### config.mk
export PLATFORM = sky130hd
export DESIGN_NAME = wdt_device_flat
export DESIGN_NICKNAME = d
export VERILOG_FILES = /design/src/shared/wdt_pkg.sv /design/src/shared/ctrl_link_if.sv /design/src/design/wdt_device.sv /design/src/flat_wrapper.sv
export VERILOG_INCLUDE_DIRS = /design/src /design/src/shared
export SDC_FILE = /design/constraint.sdc
export NUM_CORES = 1
export LEC_CHECK = 0
export ABC_AREA = 1
export BUFFER_PORTS_ARGS = -buffer_cell sky130_fd_sc_hd__buf_4
export CORE_MARGIN = 8
export CORE_UTILIZATION = 52
export DETAILED_ROUTE_END_ITERATION = 10
export GPL_ROUTABILITY_DRIVEN = 0
export PLACE_DENSITY = 0.7
export SLEW_MARGIN = 15
export SYNTH_ARGS = -nofsm -noshare
export SYNTH_HDL_FRONTEND = slang
export SYNTH_SLANG_ARGS = --single-unit
### constraint.sdc
create_clock -name clock -period 22.2 [get_ports clock]
set_input_delay 2.22 -clock clock [delete_from_list [all_inputs] [get_ports clock]]
set_output_delay 2.22 -clock clock [all_outputs]
set_load 0.03 [all_outputs]
### src/shared/wdt_params.svh
`ifndef WDT_PARAMS_SVH
`define WDT_PARAMS_SVH
// Overview of operation
// - start in long open window; first trigger ends it
// - toggle trigger in safe area; restarts cycle
// - eighth consecutive failure: main regulator off briefly
// - seven more failures: forced battery standby, flag
// - unserved after wake: forced standby again, counter saturates
// - failure: outputs off, flag, reset pulse, fail-safe
// - period field writable only right after unlock
// - active mode: four fail-safe entry events
// - regulator standby: fail-safe entry events, watchdog conditional
// - fail-safe: pulldowns on, control words cleared to zero unless forced standby loads defaults, pump off
// - fail-safe blocks writes except listed fields
// - link transmitter stays on unless hot cluster
// - leave fail-safe when cause gone and read
// - failure increments counter; recovery trigger then read
// - undervoltage flags; exit above threshold after read
// - forced standby: power-on defaults except dither bit
// - forced standby on watchdog, heat, or short
// - reset release restarts long open window
// =========================================================
// timing
`define WD_CLK_NS 40
`define WD_TICK_NS 1000000
`define WD_TICK_CYC ((`WD_TICK_NS + `WD_CLK_NS - 1) / `WD_CLK_NS)
`define WD_LW_MS 8'd200
`define WD_OFF_MS 8'd200
`define WD_RST_MS 8'd2
`define WD_FAIL_OFF 4'd8
`define WD_FAIL_MAX 4'd15
`define HEAT_MAX 3'd7
// =========================================================
// register offsets
`define A_CW1 4'h0
`define A_CW2 4'h1
`define A_CFG 4'h2
`define A_HS 4'h3
`define A_PWMF 4'h4
`define A_PWMD 4'h5
`define A_SW1 4'h8
`define A_SW2 4'h9
`define A_IST 4'ha
`define A_IMSK 4'hb
// =========================================================
// fields, defaults, fail-safe write masks
`define WATCHDOG_TRIGGER_BIT_BIT 0
`define UNLOCK_BIT 1
`define DITH_BIT 5
`define CW1_RSB_BIT 1
`define CW1_BSB_BIT 2
`define CW1_V2_BIT 4
`define CW1_PWR_BIT 8
`define POR_CW2 32'h0000_0003
`define FSM_CW1 32'h0000_0031
`define FSM_CW2 32'h00ff_ff00
`define FSM_CFG 32'h0000_0001
`define FSM_HS 32'h0000_00ff
`define FSM_ALL 32'hffff_ffff
`define PER_MASK 32'h0000_0003
`endif

### src/shared/wdt_pkg.sv
package wdt_pkg;
  typedef enum logic [3:0] {
    M_ACT = 4'b0001,
    M_RSB = 4'b0010,
    M_BSB = 4'b0100,
    M_FSB = 4'b1000
  } mode_t;
  typedef enum logic [4:0] {
    W_IDLE = 5'b00001,
    W_LONG = 5'b00010,
    W_WIN = 5'b00100,
    W_RST = 5'b01000,
    W_OFF = 5'b10000
  } wd_t;
  typedef enum logic [3:0] {
    H_IDLE = 4'b0001,
    H_PER = 4'b0010,
    H_CAP = 4'b0100,
    H_GAP = 4'b1000
  } hst_t;
endpackage

### src/shared/ctrl_link_if.sv
`timescale 1ns/100ps
interface ctrl_link_if;
  logic wr;
  logic rd;
  logic [3:0] addr;
  logic [31:0] wdata;
  logic [31:0] rdata;
  logic rst_o;
  logic rst_oe;
  logic reset_line;
  // open drain with pull-up
  assign reset_line = rst_oe ? rst_o : 1'b1;
  modport device (input wr, rd, addr, wdata, output rdata, rst_o, rst_oe);
  modport host (output wr, rd, addr, wdata, input rdata, reset_line);
endinterface

### src/design/wdt_device.sv
// The register offsets and the plain strobed port are this design's own decisions.
`timescale 1ns/100ps
`include "wdt_params.svh"
module wdt_device #(
  parameter int TICK_CYCLES = `WD_TICK_CYC
) (
  input wire logic clock, // 25 MHz
  input wire logic reset, // async, high
  ctrl_link_if.device link, // command port
  input wire logic mr_uv_in, // main regulator under threshold, filtered
  input wire logic mr_short_in, // main regulator short at turn-on
  input wire logic thermal_shutdown_first_level_hot_in, // first-level shutdown in cluster 5/6
  input wire logic thermal_shutdown_second_level_in, // second-level shutdown
  input wire logic load_high_in, // load current over comparator
  input wire logic wake_in, // any wake-up source
  output logic main_reg_en, // main regulator on
  output logic sec_reg_en, // secondary regulator on
  output logic power_out_en, // power outputs allowed
  output logic pulldown_a, // fail-safe pulldown a
  output logic pulldown_b, // fail-safe pulldown b
  output logic pump_en, // charge pump on
  output logic lin_tx_en, // link transmitter on
  output logic irq // level interrupt
);
  // =========================================================
  // constants and helpers
  localparam logic [31:0] POR_VAL [6] = '{32'h0, `POR_CW2, 32'h0, 32'h0, 32'h0, 32'h0};
  localparam logic [31:0] FSM_VAL [6] = '{`FSM_CW1, `FSM_CW2, `FSM_CFG, `FSM_HS, `FSM_ALL,
                                          `FSM_ALL};

  function automatic logic [7:0] period_ms(input logic [1:0] sel);
    case (sel)
      2'h0: period_ms = 8'd10;
      2'h1: period_ms = 8'd20;
      2'h2: period_ms = 8'd50;
      default: period_ms = 8'd100;
    endcase
  endfunction

  function automatic logic [31:0] wmask(input int idx, input logic fs, input logic unl);
    logic [31:0] m;
    m = fs ? FSM_VAL[idx] : 32'hffff_ffff;
    if (idx == 0 || idx == 2) begin
      m[`WATCHDOG_TRIGGER_BIT_BIT] = 1'b0;
    end
    if (idx == 2) begin
      m[`UNLOCK_BIT] = 1'b0;
    end
    if (idx == 1) begin
      m = unl ? (m | `PER_MASK) : (m & ~`PER_MASK);
    end
    wmask = m;
  endfunction

  // =========================================================
  // state
  logic [15:0] div_ff;
  logic tick_ff;
  logic [31:0] ctrl_ff [6];
  logic watchdog_trigger_bit_ff, unlock_ff, fs_ff, fs_read_ff, wd_cause_ff, thermal_shutdown_second_level_d_ff;
  logic [3:0] fail_cnt_ff;
  logic [2:0] heat_cnt_ff;
  logic [7:0] wd_cnt_ff;
  logic [5:0] sr1_ff;
  logic [2:0] ist_ff, msk_ff;
  logic [31:0] rdata_ff;
  wdt_pkg::mode_t mode_ff, nxt_mode;
  wdt_pkg::wd_t wd_ff, nxt_wd;
  logic rst_oe_ff, main_ff, sec_ff, pwr_ff, pd_ff, pump_ff, lin_ff, irq_ff;

  // =========================================================
  // decode
  wire cmd = link.wr | link.rd;
  wire watchdog_trigger_bit_wr = link.wr && (link.addr == `A_CW1 || link.addr == `A_CFG);
  wire watchdog_trigger_bit_val = link.wdata[`WATCHDOG_TRIGGER_BIT_BIT];
  wire watchdog_trigger_bit_toggle = watchdog_trigger_bit_wr && (watchdog_trigger_bit_val != watchdog_trigger_bit_ff);
  wire rd_sr1 = link.rd && link.addr == `A_SW1;
  wire rd_ist = link.rd && link.addr == `A_IST;
  wire is_act = mode_ff == wdt_pkg::M_ACT;
  wire is_rsb = mode_ff == wdt_pkg::M_RSB;
  wire is_off_mode = mode_ff == wdt_pkg::M_BSB || mode_ff == wdt_pkg::M_FSB;
  wire wd_run = is_act || (is_rsb && load_high_in);
  wire in_long = wd_ff == wdt_pkg::W_LONG;
  wire in_win = wd_ff == wdt_pkg::W_WIN;
  wire [7:0] period = period_ms(ctrl_ff[1][1:0]);
  wire open_area = wd_cnt_ff >= (period >> 1);
  // =========================================================
  // watchdog events
  wire good_long = wd_run && in_long && watchdog_trigger_bit_wr && watchdog_trigger_bit_val;
  wire good_win = wd_run && in_win && watchdog_trigger_bit_toggle && open_area;
  wire early = wd_run && in_win && watchdog_trigger_bit_toggle && !open_area;
  wire expire = wd_run && tick_ff && ((in_long && wd_cnt_ff == `WD_LW_MS - 8'd1) ||
                (in_win && wd_cnt_ff == period - 8'd1));
  wire wd_fail = early || expire;
  wire [3:0] fail_nc = (fail_cnt_ff == `WD_FAIL_MAX) ? `WD_FAIL_MAX
                       : fail_cnt_ff + 4'd1;
  wire go_off = wd_fail && fail_nc == `WD_FAIL_OFF;
  wire go_forced_wd = wd_fail && fail_nc == `WD_FAIL_MAX;
  wire thermal_shutdown_second_level_rise = thermal_shutdown_second_level_in && !thermal_shutdown_second_level_d_ff && (is_act || is_rsb);
  wire heat_max = thermal_shutdown_second_level_rise && heat_cnt_ff == `HEAT_MAX - 3'd1;
  wire short_ev = mr_short_in && is_act;
  wire go_forced = go_forced_wd || heat_max || short_ev;
  wire wake = wake_in && !is_act && !is_rsb ? 1'b1 : (wake_in && is_rsb);
  // =========================================================
  // fail-safe
  wire fs_set = wd_fail || (is_act && (short_ev || mr_uv_in || thermal_shutdown_second_level_in)) ||
                (is_rsb && (mr_uv_in || thermal_shutdown_second_level_in));
  wire cause_live = mr_uv_in || thermal_shutdown_second_level_in || wd_cause_ff ||
                    mode_ff == wdt_pkg::M_FSB;
  wire fs_clear = fs_ff && fs_read_ff && !cause_live && !fs_set;
  wire fs_entry = (fs_set || go_forced) && !fs_ff;
  wire nxt_fs = fs_set || go_forced || (fs_ff && !fs_clear);

  always_comb begin
    nxt_mode = mode_ff;
    if (go_forced) begin
      nxt_mode = wdt_pkg::M_FSB;
    end else if (wake) begin
      nxt_mode = wdt_pkg::M_ACT;
    end else if (is_act && link.wr && link.addr == `A_CW1) begin
      if (link.wdata[`CW1_RSB_BIT]) begin
        nxt_mode = wdt_pkg::M_RSB;
      end else if (link.wdata[`CW1_BSB_BIT]) begin
        nxt_mode = wdt_pkg::M_BSB;
      end
    end
  end

  always_comb begin
    nxt_wd = wd_ff;
    case (wd_ff)
      wdt_pkg::W_IDLE, wdt_pkg::W_LONG, wdt_pkg::W_WIN, wdt_pkg::W_RST,
      wdt_pkg::W_OFF: begin
        if (go_forced) begin
          nxt_wd = wdt_pkg::W_IDLE;
        end else if (wd_fail) begin
          nxt_wd = go_off ? wdt_pkg::W_OFF : wdt_pkg::W_RST;
        end else if (wake && is_off_mode) begin
          nxt_wd = wdt_pkg::W_RST; // regulator turn-on pulses reset
        end else if (wake) begin
          nxt_wd = wdt_pkg::W_LONG;
        end else if (nxt_mode == wdt_pkg::M_BSB) begin
          nxt_wd = wdt_pkg::W_IDLE;
        end else if (wd_ff == wdt_pkg::W_RST && tick_ff && wd_cnt_ff == `WD_RST_MS - 8'd1) begin
          nxt_wd = wdt_pkg::W_LONG;
        end else if (wd_ff == wdt_pkg::W_OFF && tick_ff && wd_cnt_ff == `WD_OFF_MS - 8'd1) begin
          nxt_wd = wdt_pkg::W_RST;
        end else if (good_long || good_win) begin
          nxt_wd = wdt_pkg::W_WIN;
        end
      end
      default: nxt_wd = wdt_pkg::W_RST;
    endcase
  end

  wire restart = nxt_wd != wd_ff || good_win;
  wire timed = wd_ff == wdt_pkg::W_RST || wd_ff == wdt_pkg::W_OFF || wd_run;
  wire [7:0] nxt_wd_cnt = restart ? 8'd0 : (tick_ff && timed) ? wd_cnt_ff + 8'd1 : wd_cnt_ff;
  wire [5:0] sr1_set = {heat_max || short_ev, go_forced_wd, thermal_shutdown_second_level_in,
                        thermal_shutdown_first_level_hot_in || thermal_shutdown_second_level_in, mr_uv_in, wd_fail};
  wire [2:0] ist_set = {go_forced && mode_ff != wdt_pkg::M_FSB, fs_entry, wd_fail};
  wire [31:0] sr1_rd = {20'h0, fail_cnt_ff, 2'b0, sr1_ff};
  wire [31:0] sr2_rd = {19'h0, wd_ff, 2'b0, mode_ff, 1'b0, fs_ff};
  wire [31:0] ctrl_rd = (link.addr == `A_CW1 || link.addr == `A_CFG) ?
                        {ctrl_ff[link.addr[2:0]][31:1], watchdog_trigger_bit_ff} : ctrl_ff[link.addr[2:0]];
  wire [31:0] nxt_rdata = !link.rd ? 32'h0 :
                          (link.addr < 4'h6) ? ctrl_rd :
                          (link.addr == `A_SW1) ? sr1_rd :
                          (link.addr == `A_SW2) ? sr2_rd :
                          (link.addr == `A_IST) ? {29'h0, ist_ff} :
                          (link.addr == `A_IMSK) ? {29'h0, msk_ff} : 32'h0;

  // =========================================================
  // control words
  genvar gi;
  generate
    for (gi = 0; gi < 6; gi++) begin : g_ctrl
      wire hit = link.wr && link.addr == 4'(gi);
      wire [31:0] m = wmask(gi, fs_ff, unlock_ff);
      wire [31:0] keep = (gi == 2) ? (32'h1 << `DITH_BIT) : 32'h0;
      wire [31:0] nxt_ctrl = go_forced ? ((POR_VAL[gi] & ~keep) | (ctrl_ff[gi] & keep)) :
                             fs_entry ? 32'h0 :
                             hit ? ((ctrl_ff[gi] & ~m) | (link.wdata & m)) : ctrl_ff[gi];
      always_ff @(posedge clock or posedge reset) begin
        if (reset) begin
          ctrl_ff[gi] <= POR_VAL[gi];
        end else begin
          ctrl_ff[gi] <= nxt_ctrl;
        end
      end
    end
  endgenerate

  // =========================================================
  // registers
  always_ff @(posedge clock or posedge reset) begin
    if (reset) begin
      div_ff <= 16'h0;
      tick_ff <= 1'b0;
    end else begin
      tick_ff <= div_ff == 16'(TICK_CYCLES - 1);
      div_ff <= (div_ff == 16'(TICK_CYCLES - 1)) ? 16'h0 : div_ff + 16'h1;
    end
  end

  always_ff @(posedge clock or posedge reset) begin
    if (reset) begin
      mode_ff <= wdt_pkg::M_ACT;
      wd_ff <= wdt_pkg::W_RST;
      wd_cnt_ff <= 8'h0;
      watchdog_trigger_bit_ff <= 1'b0;
      unlock_ff <= 1'b0;
      fail_cnt_ff <= 4'h0;
      heat_cnt_ff <= 3'h0;
      thermal_shutdown_second_level_d_ff <= 1'b0;
      wd_cause_ff <= 1'b0;
    end else begin
      mode_ff <= nxt_mode;
      wd_ff <= nxt_wd;
      wd_cnt_ff <= nxt_wd_cnt;
      watchdog_trigger_bit_ff <= (watchdog_trigger_bit_wr && !go_forced) ? watchdog_trigger_bit_val : (go_forced ? 1'b0 : watchdog_trigger_bit_ff);
      unlock_ff <= cmd ? (link.wr && link.addr == `A_CFG && link.wdata[`UNLOCK_BIT] &&
                          !fs_ff) : unlock_ff;
      fail_cnt_ff <= wd_fail ? fail_nc : (good_long ? 4'h0 : fail_cnt_ff);
      heat_cnt_ff <= thermal_shutdown_second_level_rise ? (heat_max ? 3'h0 : heat_cnt_ff + 3'h1) : heat_cnt_ff;
      thermal_shutdown_second_level_d_ff <= thermal_shutdown_second_level_in;
      wd_cause_ff <= wd_fail || (wd_cause_ff && !good_long);
    end
  end

  always_ff @(posedge clock or posedge reset) begin
    if (reset) begin
      fs_ff <= 1'b0;
      fs_read_ff <= 1'b0;
      sr1_ff <= 6'h0;
      ist_ff <= 3'h0;
      msk_ff <= 3'h0;
      rdata_ff <= 32'h0;
    end else begin
      fs_ff <= nxt_fs;
      fs_read_ff <= (fs_set || go_forced) ? 1'b0 : (fs_read_ff || (rd_sr1 && fs_ff));
      sr1_ff <= (rd_sr1 ? 6'h0 : sr1_ff) | sr1_set; // set wins over read clear
      ist_ff <= (rd_ist ? 3'h0 : ist_ff) | ist_set;
      msk_ff <= (link.wr && link.addr == `A_IMSK) ? link.wdata[2:0] : msk_ff;
      rdata_ff <= nxt_rdata;
    end
  end

  // =========================================================
  // outputs
  always_ff @(posedge clock or posedge reset) begin
    if (reset) begin
      rst_oe_ff <= 1'b1;
      main_ff <= 1'b1;
      sec_ff <= 1'b0;
      pwr_ff <= 1'b0;
      pd_ff <= 1'b0;
      pump_ff <= 1'b0;
      lin_ff <= 1'b1;
      irq_ff <= 1'b0;
    end else begin
      rst_oe_ff <= wd_ff == wdt_pkg::W_RST || wd_ff == wdt_pkg::W_OFF || is_off_mode;
      main_ff <= wd_ff != wdt_pkg::W_OFF && !is_off_mode;
      sec_ff <= ctrl_ff[0][`CW1_V2_BIT] && !fs_ff;
      pwr_ff <= is_act && !fs_ff && ctrl_ff[0][`CW1_PWR_BIT];
      pd_ff <= fs_ff;
      pump_ff <= is_act && !fs_ff;
      lin_ff <= !thermal_shutdown_first_level_hot_in;
      irq_ff <= |(ist_ff & msk_ff);
    end
  end

  assign link.rst_o = 1'b0;
  assign link.rst_oe = rst_oe_ff;
  assign link.rdata = rdata_ff;
  assign main_reg_en = main_ff;
  assign sec_reg_en = sec_ff;
  assign power_out_en = pwr_ff;
  assign pulldown_a = pd_ff;
  assign pulldown_b = pd_ff;
  assign pump_en = pump_ff;
  assign lin_tx_en = lin_ff;
  assign irq = irq_ff;
endmodule

### src/flat_wrapper.sv
// flat-port wrapper written by rule: the top's interface ports become plain ports
module wdt_device_flat 
#(
  parameter int TICK_CYCLES = `WD_TICK_CYC
)
  (clock, reset, mr_uv_in, mr_short_in, thermal_shutdown_first_level_hot_in, thermal_shutdown_second_level_in, load_high_in, wake_in, main_reg_en, sec_reg_en, power_out_en, pulldown_a, pulldown_b, pump_en, lin_tx_en, irq, link_wr, link_rd, link_addr, link_wdata, link_rdata, link_rst_o, link_rst_oe);
  ctrl_link_if link_i ();
  input wire logic clock;
  input wire logic reset;
  input wire logic mr_uv_in;
  input wire logic mr_short_in;
  input wire logic thermal_shutdown_first_level_hot_in;
  input wire logic thermal_shutdown_second_level_in;
  input wire logic load_high_in;
  input wire logic wake_in;
  output logic main_reg_en;
  output logic sec_reg_en;
  output logic power_out_en;
  output logic pulldown_a;
  output logic pulldown_b;
  output logic pump_en;
  output logic lin_tx_en;
  output logic irq;
  input wire logic [$bits(link_i.wr)-1:0] link_wr;
  input wire logic [$bits(link_i.rd)-1:0] link_rd;
  input wire logic [$bits(link_i.addr)-1:0] link_addr;
  input wire logic [$bits(link_i.wdata)-1:0] link_wdata;
  output wire logic [$bits(link_i.rdata)-1:0] link_rdata;
  output wire logic [$bits(link_i.rst_o)-1:0] link_rst_o;
  output wire logic [$bits(link_i.rst_oe)-1:0] link_rst_oe;
  assign link_i.wr = link_wr;
  assign link_i.rd = link_rd;
  assign link_i.addr = link_addr;
  assign link_i.wdata = link_wdata;
  assign link_rdata = link_i.rdata;
  assign link_rst_o = link_i.rst_o;
  assign link_rst_oe = link_i.rst_oe;
  wdt_device #(.TICK_CYCLES(TICK_CYCLES)) u_core (.clock(clock), .reset(reset), .link(link_i), .mr_uv_in(mr_uv_in), .mr_short_in(mr_short_in), .thermal_shutdown_first_level_hot_in(thermal_shutdown_first_level_hot_in), .thermal_shutdown_second_level_in(thermal_shutdown_second_level_in), .load_high_in(load_high_in), .wake_in(wake_in), .main_reg_en(main_reg_en), .sec_reg_en(sec_reg_en), .power_out_en(power_out_en), .pulldown_a(pulldown_a), .pulldown_b(pulldown_b), .pump_en(pump_en), .lin_tx_en(lin_tx_en), .irq(irq));
endmodule
## Yosys cells after proc, flatten, opt, wreduce, memory -nomap -nowiden

Cells that the tools add are included.

- Bits in latches: 0
- Memory bits (read-only): 0
- Flip-flop bits (word level): 291
- Memories: 0
- Memory bits (writable): 0
- Bits of input ports: 46
- Word-level logic and storage cells: 267
- Output and inout bits: 42

- Bitwise gates (word level): 22
- Muxes and demuxes: 62
- Equal/unequal tests: 33
- Reductions and logical operators: 110
- Add/sub/neg operators: 5
- Multiply operators: 0
- Shifts and indexed selects: 0
- Order comparisons: 3
- Div/mod/pow operators: 0

Operator list:

| kind | count |
|---|---|
| $mux 32 | 29 |
| $and 32x32->32 | 8 |
| $not 32->32 | 4 |
| $or 32x32->32 | 4 |
| $bmux 32 s3 | 1 |
| $logic_and 1x1->1 | 57 |
| $mux 5 | 10 |
| $eq 4x4->1 const B | 8 |
| $mux 4 | 8 |
| $logic_or 1x1->1 | 26 |
| $pmux 7 s3 | 1 |
| $reduce_bool 3->1 | 6 |
| $add 16x1->16 const B | 1 |
| $eq 16x15->1 const B | 1 |
| $eq 4x3->1 const B | 4 |
| $mux 16 | 1 |
| $mux 8 | 2 |
| $eq 4x2->1 const B | 3 |
| $logic_not 1->1 | 12 |
| $mux 3 | 3 |
| $add 8x1->8 const B | 1 |
| $eq 4x1->1 const B | 2 |
| $eq 8x1->1 const B | 1 |
| $eq 8x8->1 | 1 |
| other kinds (34) | 41 |

## Longest topological paths before layout

- Depth in word-level cells: 22
- Depth in mapped cells: 28
- Gate-level depth less buffers: 28

## Least setup slack after synthesis

OpenSTA, ideal clock, no wires.

- Path type: in2reg
- Start: input port link_addr[2]
- End: register u_core.ctrl_ff[141] (netlist name)
- Data required time: 22.075 ns
- Cell stages on the path: 18
- Setup slack: 17.945 ns
- Arrival: 4.130 ns
- Cells stage by stage: buf_2 -> nor2_4 -> nand2_1 -> nor2_2 -> nand3_1 -> nor2_2 -> nand2_2 -> nand2_4 -> nand3_4 -> nand2_8 -> nor2_4 -> nand2_4 -> nand2_4 -> nand2_4 -> inv_4 -> nand2_2 -> buf_6 -> mux2_4

- Word-level cells in the longest chain between the ends: 14

RTL lines:

| item | RTL line | RTL |
|---|---|---|
| from (decl) | flat_wrapper.sv:26 | `input wire logic [$bits(link_i.addr)-1:0] link_addr;` |
| $eq 4x2->1 (no source line) / $logic_not 4->1 (equally long branches) | -- |  |
| $logic_or 1x1->1 (no source line) | -- |  |
| $logic_and 1x1->1 | wdt_device.sv:74 | `` wire watchdog_trigger_bit_wr = link.wr && (link.addr == `A_CW1 \|\| link.addr == `A_CFG); `` |
| $logic_and 1x1->1 | wdt_device.sv:76 | `wire watchdog_trigger_bit_toggle = watchdog_trigger_bit_wr && (watchdog_trigger_bit_val != watchdog_trigger_bi ...` |
| $logic_and 1x1->1 (2 in a row) | wdt_device.sv:91 | `wire early = wd_run && in_win && watchdog_trigger_bit_toggle && !open_area;` |
| $logic_or 1x1->1 | wdt_device.sv:94 | `wire wd_fail = early \|\| expire;` |
| $logic_and 1x1->1 (no source line) | -- |  |
| $logic_or 1x1->1 (2 in a row) | wdt_device.sv:102 | `wire go_forced = go_forced_wd \|\| heat_max \|\| short_ev;` |
| $logic_or 1x1->1 | wdt_device.sv:111 | `wire fs_entry = (fs_set \|\| go_forced) && !fs_ff;` |
| $logic_and 1x1->1 | wdt_device.sv:111 |  |
| $mux 32 | wdt_device.sv:182 | `fs_entry ? 32'h0 :` |
| $mux 32 | wdt_device.sv:181 | `wire [31:0] nxt_ctrl = go_forced ? ((POR_VAL[gi] & ~keep) \| (ctrl_ff[gi] & keep)) :` |
| to (signal, indexed assignment) | wdt_device.sv:186 | `ctrl_ff[gi] <= POR_VAL[gi];` |
| to (signal, indexed assignment) | wdt_device.sv:188 | `ctrl_ff[gi] <= nxt_ctrl;` |
| to (decl) | wdt_device.sv:59 | `logic [31:0] ctrl_ff [6];` |

Several ways; a longest one is shown, not always the timed one.
A chain may end at the register's enable or synchronous reset.

## Final worst setup path

- Start: input port link_addr[2]
- End: register u_core.ctrl_ff[67] (netlist name)

Same word-level chain as after synthesis.

==> flow_summary.toml <==
[clocking]
clock_path_buffers = 3
clk_latency_ns = 0.56
cts_setup_buffers = 0
cts_buffers = 30
clk_pin_slew_ns = 0.06
clock_sinks = 288
post_cts_resized = 0
ctsHoldBuffers = 0
htree_levels = 1
cts_tree = "done"
clock-root-buffer = "clkbuf_16"

[global_routing]
antenna_found_initial = 0
grt_pass1_vias = 11800
track_usage_pct = 23.4
grt_pass1_wl_um = 63500
grt_remaining_overflow = 0
grt_max_degree = 138

[critical_path]
crit_type = "in -> reg"
worst_ep_arrival_time_ns = 5.36
cpPeakStageDelay_ns = 0.75
cp_slowest_cell = "buf_4"
crit_fanout = 77
cp-end-kind = "register"
setup.worst_path.start_class = "input pin"
crit_required_ns = 22.60
r2r_setup_slack_ns = 17.75
crit_top_cell = "nand2_4"
path_cells = "buf_4 > nor2_4 > nand2_1 > nor2_2 > nand3_1 > nor2_2 > nand2_2 > nand2_4 > nand3_4 > nand2_8 > nor2_4 > nand2_4 > nand2_4 > nand2_4 > buf_4 > nor2_1 > nand2_1 > o21ai_0"

[final_layout]
layout_common_cells = "312 x nand2_1, 280 x dfrtp_1, 223 x inv_1, 149 x nor2_1, 98 x buf_4"
antenna_cells = 0
final_common_cell = "nand2_1"
drive_above_1_share_pct = 13.3
fin_cells = 2097
nNetsFinal = 1798
syn2layout_area_growth_pct = 12.6

[power_and_ir_drop]
vdd_drop_max_mv = 0.0620
finalPower_mw = 1.62
p_per_area_nw_per_um2 = 101
p_leak_nw = 7.51

[timing]
holdWs_ns = 0.472
setup_tns_ns = 0
skew_ns = 0.0101
hold_viol = 0
period_share_pct = 22.4
fin_crit_ns = 4.96
drv_slew = 0
slew_headroom_pct = 18.4
setup_violations = 0
grt_setup_unrepaired = "no"
worst_slew_pin_slew_ns = 1.22
max_freq_mhz = 201

[placed_design]
port_buffers = 86
hpwl_um = 24700
dp_cells = 2042

[routing]
viasPerCell = 5.76
dr.pass1.iters = 5
wirelength_um = 39200
wire_per_inst_um = 18.7
ant_nets = 0
drtIter0Drc = 1266
vias = 12100
route.detailed.drc = 0

[synthesis]
syn_area_per_cell_um2 = 8.49
syn-num-nets = 1750
syn-instance-count = 1685
yosys_warnings = 0
seq_area_frac_synth_pct = 50.4
synth.distinct_cells = 55
ys_seq_elements = 288
syn_area_um2 = 14300

[floorplan]
initial_core_util_pct = 53.1
die_x_um = 182
io_pins = 88
fp.dieH_um = 182
die-area_um2 = 33100
core_area_um2 = 27000
floorplan.rows = 60

[run]
max_cap_violations = 0

[run_status]
status = "finished clean"

[hold_path]
hp-class = "reg -> reg"
## state kept, by name (all words and copies together), names as in the netlist, 3 cells and up
register            cells
u_core.heat_cnt_ff      3
u_core.link.rdata      32
u_core.wd_ff            5
u_core.mode_ff          4
u_core.msk_ff           3
u_core.ist_ff           3
u_core.fail_cnt_ff      4
u_core.wd_cnt_ff        8
u_core.sr1_ff           6
u_core.ctrl_ff        189
u_core.div_ff          16
## worst paths after layout
check	start	end	cells after the start
min in group asynchronous	reset	u_core.wd_cnt_ff[6]$_DFFE_PP0P_	2
worst max-delay path	link_addr[2]	u_core.ctrl_ff[67]$_DFFE_PP0P_	18
max in group asynchronous	reset	u_core.fs_ff$_DFF_PP0_	3
worst min register to register	u_core.div_ff[0]$_DFF_PP0_	u_core.div_ff[0]$_DFF_PP0_	1
worst max register to register	u_core.ctrl_ff[128]$_DFFE_PP1P_	u_core.ctrl_ff[67]$_DFFE_PP0P_	25
worst min-delay path	u_core.div_ff[0]$_DFF_PP0_	u_core.div_ff[0]$_DFF_PP0_	1
## Yosys cell counts, drive strengths merged
cell,count,share of area (%)
xor2,12,0.73
nand3,53,2.1
o2111ai,1,0.061
a211oi,7,0.37
xnor2,1,0.061
a31oi,24,1.0
nand2,324,9.1
dfrtp,281,49
nor3b,1,0.052
or2,1,0.044
conb,1,0.026
clkinv,4,0.10
o21bai,2,0.10
a22oi,43,2.3
clkbuf,49,1.3
o21a,1,0.052
a21oi,96,3.4
a21boi,2,0.10
nor3,20,0.70
a22o,2,0.12
a221oi,9,0.55
inv,238,6.3
mux2,16,1.7
nor2,162,4.5
o221ai,10,0.61
o31ai,2,0.10
nand3b,3,0.16
buf,33,1.6
ha,19,1.7
dfstp,7,1.3
o22ai,67,3.4
o21ai,163,5.8
o211ai,9,0.47
nor4,9,0.54
and3,2,0.087
nand4,11,0.48
## per-stage QoR
| stage | util (%) | instance area, um^2 | worst slack, ns |
|---|---|---|---|
| 2_1_floorplan | - | 14300 | 12.04 |
| 3_3_place_gp | 55.9 | 15100 | 16.79 |
| 3_5_place_dp | 55.9 | 15100 | 16.71 |
| 4_1_cts | 59.8 | 16100 | 17.29 |
| 5_1_grt | 59.8 | 16100 | 16.98 |
| 6_report | 59.8 | 16100 | 17.24 |
## worst max-delay path, delay by kind of cell
| family | cells | cell delay, ns |
|---|---|---|
| compound gates | 1 | 0.09 |
| buf+inv | 2 | 0.93 |
| simple gates | 15 | 2.10 |
## cell families (layout without fill, tap and decap cells)
group | count (synthesis) | after routing | synth area share [%]
AND/OR/NAND/NOR | 586 | 586 | 17.7
flip-flops | 288 | 288 | 50.4
buffers and inverters | 324 | 395 | 9.24
adder cells (fa/ha/maj) | 19 | 19 | 1.66
multiplexers | 16 | 16 | 1.65
XOR/XNOR | 13 | 13 | 0.796
other | 1 | 1 | 0.0262
AO/OA/AOI/OAI | 438 | 438 | 18.4
## layer usage
metal,GRT usage [%],up-vias,share of wire [%]
li1,-,5684,-
met1,31.8,5789,43
met2,37.5,512,46
met3,4.11,84,7.6
met4,7.97,0,3.0
met5,0,-,0
## final cells by class
| cell class | instances | area (um^2) |
|---|---|---|
| clock buffers | 45 | 948 |
| clock inverters | 10 | 81.3 |
| fillers | 2357 | 10800 |
| inverters | 242 | 921 |
| multi-input cells | 1073 | 5780 |
| flip-flops and latches | 288 | 7220 |
| well taps | 341 | 427 |
| repair buffers | 98 | 736 |
## power breakdown
part           total, mW  switching [mW]  internal, mW
Combinational      0.453           0.305         0.148
Clock              0.514           0.209         0.305
Sequential         0.657          0.0403         0.617
No activity file was read; power rests on OpenSTA's default activity.
